**config.mk**
```make
export PLATFORM = sky130hd
export DESIGN_NAME = srzc_top
export DESIGN_NICKNAME = d
export VERILOG_FILES = /design/src/rtl/srzc_pkg.sv /design/src/rtl/srzc_top.sv /design/src/rtl/srzc_buf2.sv
export SDC_FILE = /design/constraint.sdc
export NUM_CORES = 2
export LEC_CHECK = 0
export BUFFER_PORTS_ARGS = -buffer_cell sky130_fd_sc_hd__buf_4
export CAP_MARGIN = 0
export CELL_PAD_IN_SITES_DETAIL_PLACEMENT = 0
export CELL_PAD_IN_SITES_GLOBAL_PLACEMENT = 2
export CORE_MARGIN = 2
export CORE_UTILIZATION = 39
export CTS_CLUSTER_DIAMETER = 60
export CTS_CLUSTER_SIZE = 24
export DETAILED_ROUTE_END_ITERATION = 6
export PLACE_DENSITY = 0.81
export SLEW_MARGIN = 20
export SYNTH_ARGS = -nofsm -noshare
export SYNTH_HDL_FRONTEND = slang
export SYNTH_HIERARCHICAL = 1
export SYNTH_SLANG_ARGS = --single-unit
```
**constraint.sdc**
```tcl
create_clock -name core_clk -period 97.8 [get_ports core_clk]
set_input_delay 14.67 -clock core_clk [delete_from_list [all_inputs] [get_ports core_clk]]
set_output_delay 14.67 -clock core_clk [all_outputs]
set_load 0.005 [all_outputs]
```
**src/rtl/srzc_pkg.sv**
```systemverilog
// Shared constants and carriers for the speed reference, zero clamp and pulse output block
package srzc_pkg;
  // Widths
  localparam int SRZC_REF_W = 16;
  localparam int SRZC_POS_W = 32;
  // Clock figures
  localparam int SRZC_CLK_MHZ = 100;
  localparam int SRZC_CLK_NS = 10;
  // Filter time constant step is 0.01 ms, written here in ns
  localparam int SRZC_TC_STEP_NS = 10000;
  // Control cycle of the filter and position loop, in ns
  localparam int SRZC_CTRL_PERIOD_NS = 10000;
  localparam int SRZC_CTRL_CYC = SRZC_CTRL_PERIOD_NS / SRZC_CLK_NS;
  // Settings reset values
  localparam logic [15:0] SRZC_TC_RST = 16'h0028;
  localparam logic [13:0] SRZC_CLAMP_LVL_RST = 14'h000A;
  localparam logic [13:0] SRZC_CLAMP_LVL_MAX = 14'h2710;
  localparam logic [12:0] SRZC_RES_RST = 13'h0014;
  localparam logic [3:0] SRZC_CM_RST = 4'h0;
  // Control method codes
  localparam logic [3:0] SRZC_CM_SPD = 4'h0;
  localparam logic [3:0] SRZC_CM_ISS = 4'h3;
  localparam logic [3:0] SRZC_CM_ISS_SPD = 4'h4;
  localparam logic [3:0] SRZC_CM_ISS_POS = 4'h5;
  localparam logic [3:0] SRZC_CM_ISS_FRC = 4'h6;
  localparam logic [3:0] SRZC_CM_POS_SPD = 4'h7;
  localparam logic [3:0] SRZC_CM_FRC_SPD = 4'h9;
  localparam logic [3:0] SRZC_CM_SPD_ZC = 4'hA;
  // Clamp input allocation code meaning always on
  localparam logic [3:0] SRZC_ALLOC_ALWAYS = 4'h7;
  // Register offsets
  localparam logic [3:0] SRZC_A_TC = 4'h0;
  localparam logic [3:0] SRZC_A_LVL = 4'h1;
  localparam logic [3:0] SRZC_A_CFG = 4'h2;
  localparam logic [3:0] SRZC_A_RES = 4'h3;
  localparam logic [3:0] SRZC_A_STAT = 4'h4;
  localparam logic [3:0] SRZC_A_POS = 4'h5;
  localparam logic [3:0] SRZC_A_MAXSPD = 4'h6;
  localparam logic [3:0] SRZC_A_KP = 4'h7;
  // CFG field positions
  localparam int SRZC_CFG_CM_LSB = 0;
  localparam int SRZC_CFG_MODE_BIT = 4;
  localparam int SRZC_CFG_ALLOC_LSB = 8;
  localparam logic [15:0] SRZC_KP_RST = 16'h0040;
  localparam logic [15:0] SRZC_MAXSPD_RST = 16'h1388;
  // Speed command sample passed to the loop
  typedef struct packed {
    logic clamp;
    logic signed [SRZC_REF_W-1:0] cmd;
  } srzc_cmd_t;
  // Quadrature output pins
  typedef struct packed {
    logic a;
    logic a_n;
    logic b;
    logic b_n;
    logic c;
    logic c_n;
  } srzc_quad_t;
endpackage

```
**src/rtl/srzc_top.sv**
```systemverilog
// Speed reference filter, zero clamp position hold and quadrature pulse output
`timescale 1ns/10ps
// Operation
// - Lag filter smooths analog speed reference
// - Clamp request plus low reference locks servo
// - Clamp ignores reference, runs internal position loop
// - Hold captured position, return after displacement
// - Method A with mode bit 0 uses proportional input as request
// - Request released ends clamp, normal reference
// - Allocation mode 1 uses dedicated clamp input
// - Clamp only for methods 0,3,4,5,6,7,9,A
// - Dual methods clamp only in speed modes
// - Allocation 7 clamps without any input
// - Clamp level 0 to 10000, immediate
// - Clamp level limited to maximum speed
// - A and B phases ninety degrees apart
// - Output rate divided by resolution setting
// - Origin pulse C with complement
// - Origin pulse width equals phase A
module srzc_top
  import srzc_pkg::*;
(
  input wire logic core_clk,
  input wire logic rst_n,
  input wire logic [3:0] reg_addr,
  input wire logic [31:0] reg_wdata,
  input wire logic reg_wr,
  input wire logic reg_rd,
  output logic [31:0] reg_rdata,
  input wire logic signed [SRZC_REF_W-1:0] speed_ref_in,
  input wire logic proportional_control_input,
  input wire logic clamp_request_input,
  input wire logic alt_method_active,
  input wire logic scale_a,
  input wire logic scale_b,
  input wire logic scale_origin,
  output logic signed [SRZC_REF_W-1:0] speed_cmd,
  output logic speed_cmd_valid,
  input wire logic speed_cmd_ready,
  output logic clamp_active,
  output logic quad_out_a,
  output logic quad_out_a_n,
  output logic quad_out_b,
  output logic quad_out_b_n,
  output logic origin_out,
  output logic origin_out_n
);
  // ==========================================================
  // Settings registers
  logic [15:0] tc_r;
  logic [13:0] lvl_r;
  logic [15:0] cfg_r;
  logic [12:0] res_r;
  logic [15:0] maxspd_r;
  logic [15:0] kp_r;
  logic [3:0] cm_act_r;
  logic mode_act_r;
  logic [3:0] alloc_act_r;
  logic [12:0] res_act_r;
  logic started_r;
  logic [31:0] rdata_nxt;
  logic signed [SRZC_POS_W-1:0] pos_r;
  logic signed [SRZC_REF_W-1:0] filt_r;
  // Level writes saturate at the top of the clamp range; the whole word is
  // compared so a large write cannot wrap into a small level
  wire [13:0] lvl_wr = (reg_wdata > 32'(SRZC_CLAMP_LVL_MAX)) ? SRZC_CLAMP_LVL_MAX
    : reg_wdata[13:0];
  wire [12:0] res_wr = (reg_wdata[12:0] == 13'h0000) ? 13'h0001 : reg_wdata[12:0];
  always_ff @(posedge core_clk)
  begin
    if (!rst_n)
    begin
      tc_r <= SRZC_TC_RST;
      lvl_r <= SRZC_CLAMP_LVL_RST;
      cfg_r <= {12'h000, SRZC_CM_RST};
      res_r <= SRZC_RES_RST;
      maxspd_r <= SRZC_MAXSPD_RST;
      kp_r <= SRZC_KP_RST;
    end
    else if (reg_wr)
    begin
      unique case (reg_addr)
        SRZC_A_TC: tc_r <= reg_wdata[15:0];
        SRZC_A_LVL: lvl_r <= lvl_wr;
        SRZC_A_CFG: cfg_r <= reg_wdata[15:0];
        SRZC_A_RES: res_r <= res_wr;
        SRZC_A_MAXSPD: maxspd_r <= reg_wdata[15:0];
        SRZC_A_KP: kp_r <= reg_wdata[15:0];
        default: ;
      endcase
    end
  end
  // Restart-latched copies; taken once after reset release and again on each write of 1 to STAT bit 0
  always_ff @(posedge core_clk)
  begin
    if (!rst_n)
    begin
      started_r <= 1'b0;
      cm_act_r <= SRZC_CM_RST;
      mode_act_r <= 1'b0;
      alloc_act_r <= 4'h0;
      res_act_r <= SRZC_RES_RST;
    end
    else if (!started_r || (reg_wr && reg_addr == SRZC_A_STAT && reg_wdata[0]))
    begin
      started_r <= 1'b1;
      cm_act_r <= cfg_r[SRZC_CFG_CM_LSB +: 4];
      mode_act_r <= cfg_r[SRZC_CFG_MODE_BIT];
      alloc_act_r <= cfg_r[SRZC_CFG_ALLOC_LSB +: 4];
      res_act_r <= res_r;
    end
  end
  // Read mux; data stand one cycle after the strobe
  always_comb
  begin
    unique case (reg_addr)
      SRZC_A_TC: rdata_nxt = {16'h0000, tc_r};
      SRZC_A_LVL: rdata_nxt = {18'h00000, lvl_r};
      SRZC_A_CFG: rdata_nxt = {16'h0000, cfg_r};
      SRZC_A_RES: rdata_nxt = {19'h00000, res_r};
      SRZC_A_STAT: rdata_nxt = {15'h0000, filt_r, clamp_active};
      SRZC_A_POS: rdata_nxt = pos_r;
      SRZC_A_MAXSPD: rdata_nxt = {16'h0000, maxspd_r};
      SRZC_A_KP: rdata_nxt = {16'h0000, kp_r};
      default: rdata_nxt = 32'h00000000;
    endcase
  end
  always_ff @(posedge core_clk)
  begin
    if (!rst_n)
      reg_rdata <= 32'h00000000;
    else if (reg_rd)
      reg_rdata <= rdata_nxt;
  end
  // ==========================================================
  // Pin synchronisers
  logic [5:0] sync1_r;
  logic [5:0] sync2_r;
  always_ff @(posedge core_clk)
  begin
    if (!rst_n)
    begin
      sync1_r <= 6'h00;
      sync2_r <= 6'h00;
    end
    else
    begin
      sync1_r <= {proportional_control_input, clamp_request_input, alt_method_active,
        scale_a, scale_b, scale_origin};
      sync2_r <= sync1_r;
    end
  end
  wire pcon_s = sync2_r[5];
  wire zreq_s = sync2_r[4];
  wire alt_s = sync2_r[3];
  wire sa_s = sync2_r[2];
  wire sb_s = sync2_r[1];
  wire sz_s = sync2_r[0];
  // ==========================================================
  // Control cycle tick and lag filter
  logic [15:0] tick_cnt_r;
  wire tick = (tick_cnt_r == 16'(SRZC_CTRL_CYC - 1));
  always_ff @(posedge core_clk)
  begin
    if (!rst_n)
      tick_cnt_r <= 16'h0000;
    else
      tick_cnt_r <= tick ? 16'h0000 : tick_cnt_r + 16'h0001;
  end
  // y += (x - y) * T / (T + tau); T/tau steps are one per control cycle
  wire signed [SRZC_REF_W:0] f_err = 17'(speed_ref_in) - 17'(filt_r);
  wire [16:0] f_den = 17'(tc_r) + 17'(SRZC_CTRL_PERIOD_NS / SRZC_TC_STEP_NS);
  wire signed [SRZC_REF_W:0] f_step = 17'(f_err / $signed({1'b0, f_den}));
  // Small errors still converge so the output settles on the input
  wire signed [SRZC_REF_W:0] f_inc = (f_step != 17'sh0) ? f_step
    : (f_err > 0 ? 17'sh1 : (f_err < 0 ? -17'sh1 : 17'sh0));
  always_ff @(posedge core_clk)
  begin
    if (!rst_n)
      filt_r <= '0;
    else if (tick)
      filt_r <= SRZC_REF_W'(17'(filt_r) + f_inc);
  end
  // ==========================================================
  // Zero clamp decision
  wire method_ok = (cm_act_r == SRZC_CM_SPD) || (cm_act_r == SRZC_CM_ISS)
    || (cm_act_r == SRZC_CM_ISS_SPD) || (cm_act_r == SRZC_CM_ISS_POS)
    || (cm_act_r == SRZC_CM_ISS_FRC) || (cm_act_r == SRZC_CM_POS_SPD)
    || (cm_act_r == SRZC_CM_FRC_SPD) || (cm_act_r == SRZC_CM_SPD_ZC);
  // Dual methods: alt_s high means the non-speed side is in control
  wire dual = (cm_act_r == SRZC_CM_ISS_POS) || (cm_act_r == SRZC_CM_ISS_FRC)
    || (cm_act_r == SRZC_CM_POS_SPD) || (cm_act_r == SRZC_CM_FRC_SPD);
  wire speed_side = !(dual && alt_s);
  wire req_sel = (alloc_act_r == SRZC_ALLOC_ALWAYS) ? 1'b1
    : mode_act_r ? zreq_s
    : (cm_act_r == SRZC_CM_SPD_ZC) ? pcon_s : 1'b0;
  wire [15:0] lvl_eff = (16'(lvl_r) > maxspd_r) ? maxspd_r : 16'(lvl_r);
  wire [15:0] ref_mag = filt_r[SRZC_REF_W-1] ? 16'(-filt_r) : 16'(filt_r);
  // Level compared live so changes act at once
  wire clamp_nxt = method_ok && speed_side && req_sel && (ref_mag < lvl_eff);
  logic clamp_r;
  logic signed [SRZC_POS_W-1:0] hold_r;
  always_ff @(posedge core_clk)
  begin
    if (!rst_n)
    begin
      clamp_r <= 1'b0;
      hold_r <= '0;
    end
    else
    begin
      clamp_r <= clamp_nxt;
      if (clamp_nxt && !clamp_r)
        hold_r <= pos_r;
    end
  end
  assign clamp_active = clamp_r;
  // ==========================================================
  // Position loop: command proportional to error, deadband of one count
  wire signed [SRZC_POS_W-1:0] perr = hold_r - pos_r;
  wire signed [47:0] pterm = 48'(perr) * 48'($signed({1'b0, kp_r})) >>> 4;
  wire signed [SRZC_REF_W-1:0] pcmd = (pterm > 48'sh7FFF) ? 16'sh7FFF
    : (pterm < -48'sh7FFF) ? -16'sh7FFF : pterm[15:0];
  wire hold_ok = (perr <= 1) && (perr >= -1);
  wire signed [SRZC_REF_W-1:0] cmd_sel = clamp_r ? (hold_ok ? '0 : pcmd)
    : filt_r;
  srzc_cmd_t cmd_in;
  srzc_cmd_t cmd_out;
  assign cmd_in = '{clamp: clamp_r, cmd: cmd_sel};
  srzc_buf2 #(.W($bits(srzc_cmd_t))) u_buf
  (
    .core_clk(core_clk),
    .rst_n(rst_n),
    .in_valid(tick),
    .in_ready(),
    .in_data(cmd_in),
    .out_valid(speed_cmd_valid),
    .out_ready(speed_cmd_ready),
    .out_data(cmd_out)
  );
  assign speed_cmd = cmd_out.cmd;
  // ==========================================================
  // Scale decoder: quadrature edges counted into position
  logic sa_d_r;
  logic sb_d_r;
  logic sz_d_r;
  wire sc_step = (sa_s ^ sa_d_r) || (sb_s ^ sb_d_r);
  wire sc_up = sa_d_r ^ sb_s;
  always_ff @(posedge core_clk)
  begin
    if (!rst_n)
    begin
      sa_d_r <= 1'b0;
      sb_d_r <= 1'b0;
      sz_d_r <= 1'b0;
      pos_r <= '0;
    end
    else
    begin
      sa_d_r <= sa_s;
      sb_d_r <= sb_s;
      sz_d_r <= sz_s;
      if (sc_step)
        pos_r <= sc_up ? pos_r + 1 : pos_r - 1;
    end
  end
  // ==========================================================
  // Output divider: one output edge per res_act_r input edges
  logic [12:0] div_cnt_r;
  logic [1:0] qstate_r;
  logic origin_r;
  logic [12:0] org_cnt_r;
  wire div_hit = sc_step && (sc_up ? (div_cnt_r + 13'h0001 >= res_act_r)
    : (div_cnt_r == 13'h0000));
  always_ff @(posedge core_clk)
  begin
    if (!rst_n)
    begin
      div_cnt_r <= 13'h0000;
      qstate_r <= 2'b00;
    end
    else if (sc_step)
    begin
      if (sc_up)
        div_cnt_r <= div_hit ? 13'h0000 : div_cnt_r + 13'h0001;
      else
        div_cnt_r <= div_hit ? res_act_r - 13'h0001 : div_cnt_r - 13'h0001;
      if (div_hit)
        qstate_r <= sc_up ? qstate_r + 2'b01 : qstate_r - 2'b01;
    end
  end
  // Origin pulse lasts one output phase period of A high, counted in edges
  always_ff @(posedge core_clk)
  begin
    if (!rst_n)
    begin
      origin_r <= 1'b0;
      org_cnt_r <= 13'h0000;
    end
    else if (sz_s && !sz_d_r)
    begin
      origin_r <= 1'b1;
      org_cnt_r <= 13'h0000;
    end
    else if (origin_r && div_hit)
    begin
      org_cnt_r <= org_cnt_r + 13'h0001;
      if (org_cnt_r == 13'h0001)
        origin_r <= 1'b0;
    end
  end
  // Gray sequence 00,01,11,10 puts B a quarter period behind A
  srzc_quad_t quad_nxt;
  srzc_quad_t quad_r;
  assign quad_nxt = '{a: qstate_r[1] ^ qstate_r[0], a_n: !(qstate_r[1] ^ qstate_r[0]),
    b: qstate_r[1], b_n: !qstate_r[1], c: origin_r, c_n: !origin_r};
  // Pins come from flops so the decode cannot glitch when both state bits move
  always_ff @(posedge core_clk)
  begin
    if (!rst_n)
      quad_r <= '{a: 1'b0, a_n: 1'b1, b: 1'b0, b_n: 1'b1, c: 1'b0, c_n: 1'b1};
    else
      quad_r <= quad_nxt;
  end
  assign quad_out_a = quad_r.a;
  assign quad_out_a_n = quad_r.a_n;
  assign quad_out_b = quad_r.b;
  assign quad_out_b_n = quad_r.b_n;
  assign origin_out = quad_r.c;
  assign origin_out_n = quad_r.c_n;
endmodule

```
**src/rtl/srzc_buf2.sv**
```systemverilog
// Two-entry valid/ready buffer with registered output data
`timescale 1ns/10ps
module srzc_buf2
  import srzc_pkg::*;
#(
  parameter int W = 17
)
(
  input wire logic core_clk,
  input wire logic rst_n,
  input wire logic in_valid,
  output logic in_ready,
  input wire logic [W-1:0] in_data,
  output logic out_valid,
  input wire logic out_ready,
  output logic [W-1:0] out_data
);
  logic [W-1:0] skid_r;
  logic skid_vld_r;
  logic out_vld_r;
  wire take_in = in_valid && in_ready;
  wire take_out = out_vld_r && out_ready;
  // Ready only while the skid slot is free, so a stall loses nothing
  assign in_ready = !skid_vld_r;
  assign out_valid = out_vld_r;
  // Output slot refills from skid first to keep order
  always_ff @(posedge core_clk)
  begin
    if (!rst_n)
    begin
      out_vld_r <= 1'b0;
      skid_vld_r <= 1'b0;
      out_data <= '0;
      skid_r <= '0;
    end
    else if (!out_vld_r || take_out)
    begin
      out_vld_r <= skid_vld_r || take_in;
      out_data <= skid_vld_r ? skid_r : in_data;
      skid_vld_r <= 1'b0;
      if (skid_vld_r && take_in)
      begin
        skid_r <= in_data;
        skid_vld_r <= 1'b1;
      end
    end
    else if (take_in)
    begin
      skid_r <= in_data;
      skid_vld_r <= 1'b1;
    end
  end
endmodule

```
======== Yosys cells after proc, flatten, opt, wreduce, memory -nomap -nowiden ========
Index checks and enable logic that the tools add are counted.
cells by class
  $add $sub $neg .......................... 14
  $mul .................................... 1
  divide/modulo/power cells ............... 1
  $lt $le $gt $ge ......................... 10
  eq/ne operators ......................... 18
  shift-type cells ........................ 0
  multiplexer cells ....................... 31
  bitwise logic cells ..................... 5
  reduce and logical (&&, ||, !) cells .... 56
operator list
  kind                                                                 count
  case mux 32 bit (8 select lines)                                     1
  2-to-1 mux 16 bit                                                    13
  2-to-1 mux 13 bit                                                    4
  multiplier 32 x 17 -> 48 bit                                         1
  > comparator 44 x 16 -> 1 bit (second input constant)                1
  less-than comparator 44 x 16 -> 1 bit (second input constant)        1
  == test 4 x 3 -> 1 bit (second input constant)                       9
  adder 32 x 2 -> 32 bit (second input constant)                       1
  greater-or-equal comparator 32 x 1 -> 1 bit (second input constant)  1
  > comparator 32 x 14 -> 1 bit (second input constant)                1
  <= comparator 32 x 2 -> 1 bit (second input constant)                1
  2-to-1 mux 32 bit                                                    1
  subtractor 32 x 2 -> 32 bit (second input constant)                  1
  subtractor 32 bit                                                    1
  adder 13 x 1 -> 13 bit (second input constant)                       2
  logical NOT 13 bit                                                   2
  subtractor 13 x 1 -> 13 bit (second input constant)                  2
  divider 18 x 18 -> 18 bit                                            1
  AND reduction 2 bit                                                  9
  adder 16 x 1 -> 17 bit (second input constant)                       1
  > comparator 17 x 1 -> 1 bit (second input constant)                 1
  less-than comparator 17 x 1 -> 1 bit (second input constant)         1
  nonzero test 17 bit                                                  1
  subtractor 16 x 16 -> 17 bit                                         1
  25 further kinds                                                     78
storage, ports and cells
  register bits ........................... 327
  latch bits .............................. 0
  bits in writable memories ............... 0
  ROM bits ................................ 0
  input port bits ......................... 63
  output and inout bits ................... 56
  logic and storage cells ................. 172
  memories kept ........................... 0

======== Depth between registers and ports, before layout ========
  depth in word-level cells ............... 12
  depth in mapped cells ................... 210
  mapped depth without buffers ............ 193

======== Cells and area by module ========
The synthesis kept the hierarchy.
by module, submodules not included
  module     times used  cells an instance  area an instance (um^2)  sequential area each (um^2)
  srzc_top   1           5954               46542.1                  5865.6
  srzc_buf2  1           159                1606.5                   720.7

======== Worst setup path before layout ========
OpenSTA, ideal clock, no wires.
  kind .................................... input -> register
  start point ............................. input speed_ref_in[0]
  end point ............................... register filt_r[15]
  library setup time ...................... 0.072 ns
  data arrival time ....................... 55.057 ns
  data required time ...................... 97.728 ns
  setup slack ............................. 42.672 ns
  cell stages on the path ................. 194
  buffers on the path ..................... 23
  path through ............................ inv_1 -> ha_1 -> fa_1 -> nor2b_1 -> or4_1 -> a2111oi_0 -> nor2_1 -> a31o_2 -> or3_1 -> a221oi_2 -> nand3_1 -> nor4_1 -> ha_1 -> o21a_1 -> nor2_1 -> nor3_1 -> mux2_2 -> ha_1 -> [... 158 more ...] -> o21ai_1 -> o21ai_1 -> ha_1 -> a21o_1 -> a21oi_1 -> o21bai_1 -> a21oi_1 -> o21bai_1 -> a21oi_1 -> o21bai_1 -> a21oi_1 -> o21ai_0 -> a31o_2 -> a31oi_1 -> or3_1 -> mux2i_1 -> nor3b_1 -> mux2i_1
on the way
  word-level cells in the longest chain between the ends .. 6
  elaborated cells on any way between the ends .. 9
  those cells by class .................... add/sub: 2; div: 1; order compare: 2; mux: 3; reduce/logical: 1
RTL lines
  item                                                                               RTL line         RTL
  start, declared                                                                    srzc_top.sv:30   input wire logic signed [SRZC_REF_W-1:0] speed_ref_in,
  subtractor 16 x 16 -> 17 bit (*)                                                   srzc_top.sv:171  wire signed [SRZC_REF_W:0] f_err = 17'(speed_ref_in) - 17'(filt_r);
  parallel branches: the longest is 3 deep, another holds divider 18 x 18 -> 18 bit  --
  2-to-1 mux 16 bit (*)                                                              srzc_top.sv:175  wire signed [SRZC_REF_W:0] f_inc = (f_step != 17'sh0) ? f_step
  adder 16 bit (*)                                                                   srzc_top.sv:182  filt_r <= SRZC_REF_W'(17'(filt_r) + f_inc);
  end signal, assigned                                                               srzc_top.sv:182
  end, declared                                                                      srzc_top.sv:63   logic signed [SRZC_REF_W-1:0] filt_r;
Mark *: on every way between the ends.
A chain may end at the register's enable or synchronous reset.

======== Final worst setup path ========
Same ends and word-level chain as after synthesis.

==> results.toml <==
[setup_path]
path_buf_inv = 10
crit_path_frequent_cell = "a21oi_1"
cp_slowest_stage_delay_ns = 0.74
cp_max_fo = 24
cp-start-kind = "input pin"
arrival_ns = 62.30
critPathRequiredTime_ns = 98.36
cp_slowest_cell = "a21oi_1"
crit_type = "input pin to register"
crit_path_end_kind = "register"
cp_top_family = "compound AO/OA/AOI/OAI gates"

[global_route]
grt_max_degree = 88
grt_pass1_vias = 41800
grt_overflow_total = 0
grt_pass1_wl_um = 244000
track_usage_pct = 24.4
antenna_found_initial = 7

[drt]
first_pass_iters = 5
drc = 0
drtAntennaViolNets = 0
routed_wl_um = 155000
drt-initial-drc-count = 3179
vias_per_cell = 5.52
vias = 42600
wl_per_cell_um = 20.1

[logic_synthesis]
syn_area_um2 = 48100
syn_inst = 6104
yosys_warnings = 6
syn_area_per_cell_um2 = 7.87

[clocking]
h-tree-depth = 1
cts-root-buf = "clkbuf_16"
numCtsBuffers = 29
clockBufferDepth = 3
clk_pin_slew_worst_paths_ns = 0.08
cts-resized-gates = 0
cts.hold.buffers_added = 0
clkSinkCount = 327
clk_latency_ns = 0.63
cts_tree = "done"
post-cts-setup-buffer-count = 0

[sta]
drv_slew = 0
hold_violations = 0
slew-limit-headroom_pct = 28.7
rsz0062_at_grt = "no"
fin_worst_skew_ns = 0.0204
finalCriticalPeriod_ns = 61.74
tightestPinTransition_ns = 1.07
fin_tns_setup_ns = 0
fmax_mhz = 16.2
min_period_over_period_pct = 63.1
finalSetupViolCount = 0

[floorplan]
core_um2 = 122000
die_h_um = 355
fp.dieArea_um2 = 126000
die_w_um = 355
io_pins = 119
placementRows = 128
start_util_pct = 39.4

[finish]
synthToLayoutAreaGrowth_pct = 7.88
stdcell_count = 7713
fin_util_pct = 42.5
drive_gt1_share_pct = 6.55
final_area_um2 = 51800
fillers = 12500
layout.nets = 7044

[place]
dpl_cell_area_um2 = 50700
dp_cells = 7659
dp_hpwl_um = 119000
gp_congestion = 0.911
port_buffers = 118

[outcome]
status = "complete, no violations"

[run]
maxCapViolations = 0

[worst_hold_path]
min_path_type = "register to register"
-- layout by cell type (no fill, tap or decap), types with 60 or more instances in the layout --
| cell | instances |
|---|---|
| nor3_1 | 116 |
| nand2b_1 | 60 |
| buf_4 | 221 |
| xnor2_1 | 183 |
| inv_1 | 731 |
| nand2_1 | 911 |
| and2_1 | 240 |
| a21o_1 | 86 |
| a21oi_1 | 394 |
| dfxtp_1 | 326 |
| mux2i_1 | 102 |
| o21a_1 | 83 |
| nand3_1 | 130 |
| ha_1 | 429 |
| nor2_1 | 340 |
| o21ai_0 | 195 |
| fa_1 | 487 |
| xor2_1 | 107 |
-- layout make-up --
| type | count | area (um2) | share of cell area [%] |
|---|---|---|---|
| flip-flops and latches | 327 | 6550 | 12.6 |
| multi-input cells | 4751 | 37700 | 72.8 |
| repair buffers | 222 | 1670 | 3.22 |
| inverters | 734 | 2760 | 5.32 |
| clock buffers | 29 | 726 | 1.40 |
| diodes | 1 | 2.50 | 0.00483 |
| well taps | 1625 | 2030 | 3.92 |
| clock inverters | 24 | 375 | 0.724 |
-- state kept, by name (all words and copies together) (netlist names), 2 cells and up --
name and flops:
qstate_r 2, res_r 13, div_cnt_r 13, maxspd_r 16
reg_rdata 32, org_cnt_r 13, u_buf/skid_r 16, sync1_r 6
tick_cnt_r 16, pos_r 32, tc_r 16, lvl_r 14
kp_r 16, cfg_r 16, u_buf/out_data 16, cm_act_r 4
filt_r 16, sync2_r 6, hold_r 32, res_act_r 13
alloc_act_r 4
-- path summary, 6_finish.rpt --
kind	startpoint	slack (ns)	cells past startpoint	end
min	sync1_r[4]	0.44	1	sync2_r[4]
max	speed_ref_in[0]	36.06	176	filt_r[15]
min reg2reg	sync1_r[4]	0.44	1	sync2_r[4]
max reg2reg	filt_r[2]	48.99	174	filt_r[15]
-- metal layers --
metal	share of wire [%]	global-route usage (%)
met4	1.8	4.13
met1	48	35.6
met2	45	39.3
met3	5.3	2.53
met5	0.026	0
-- metrics by stage --
| stage | hold WS, ns | worst slack [ns] |
|---|---|---|
| 6_report | 0.437 | 36.06 |
| 2_1_floorplan | 0.407 | 42.67 |
| 5_1_grt | 0.462 | 32.07 |
| 4_1_cts | 0.442 | 36.37 |
| 3_5_place_dp | 0.419 | 35.83 |
| 3_3_place_gp | 0.414 | 37.11 |
Power is left out: the tool's default activity adds up to more than one toggle a clock period on the data nets, which glitch-free logic cannot reach.
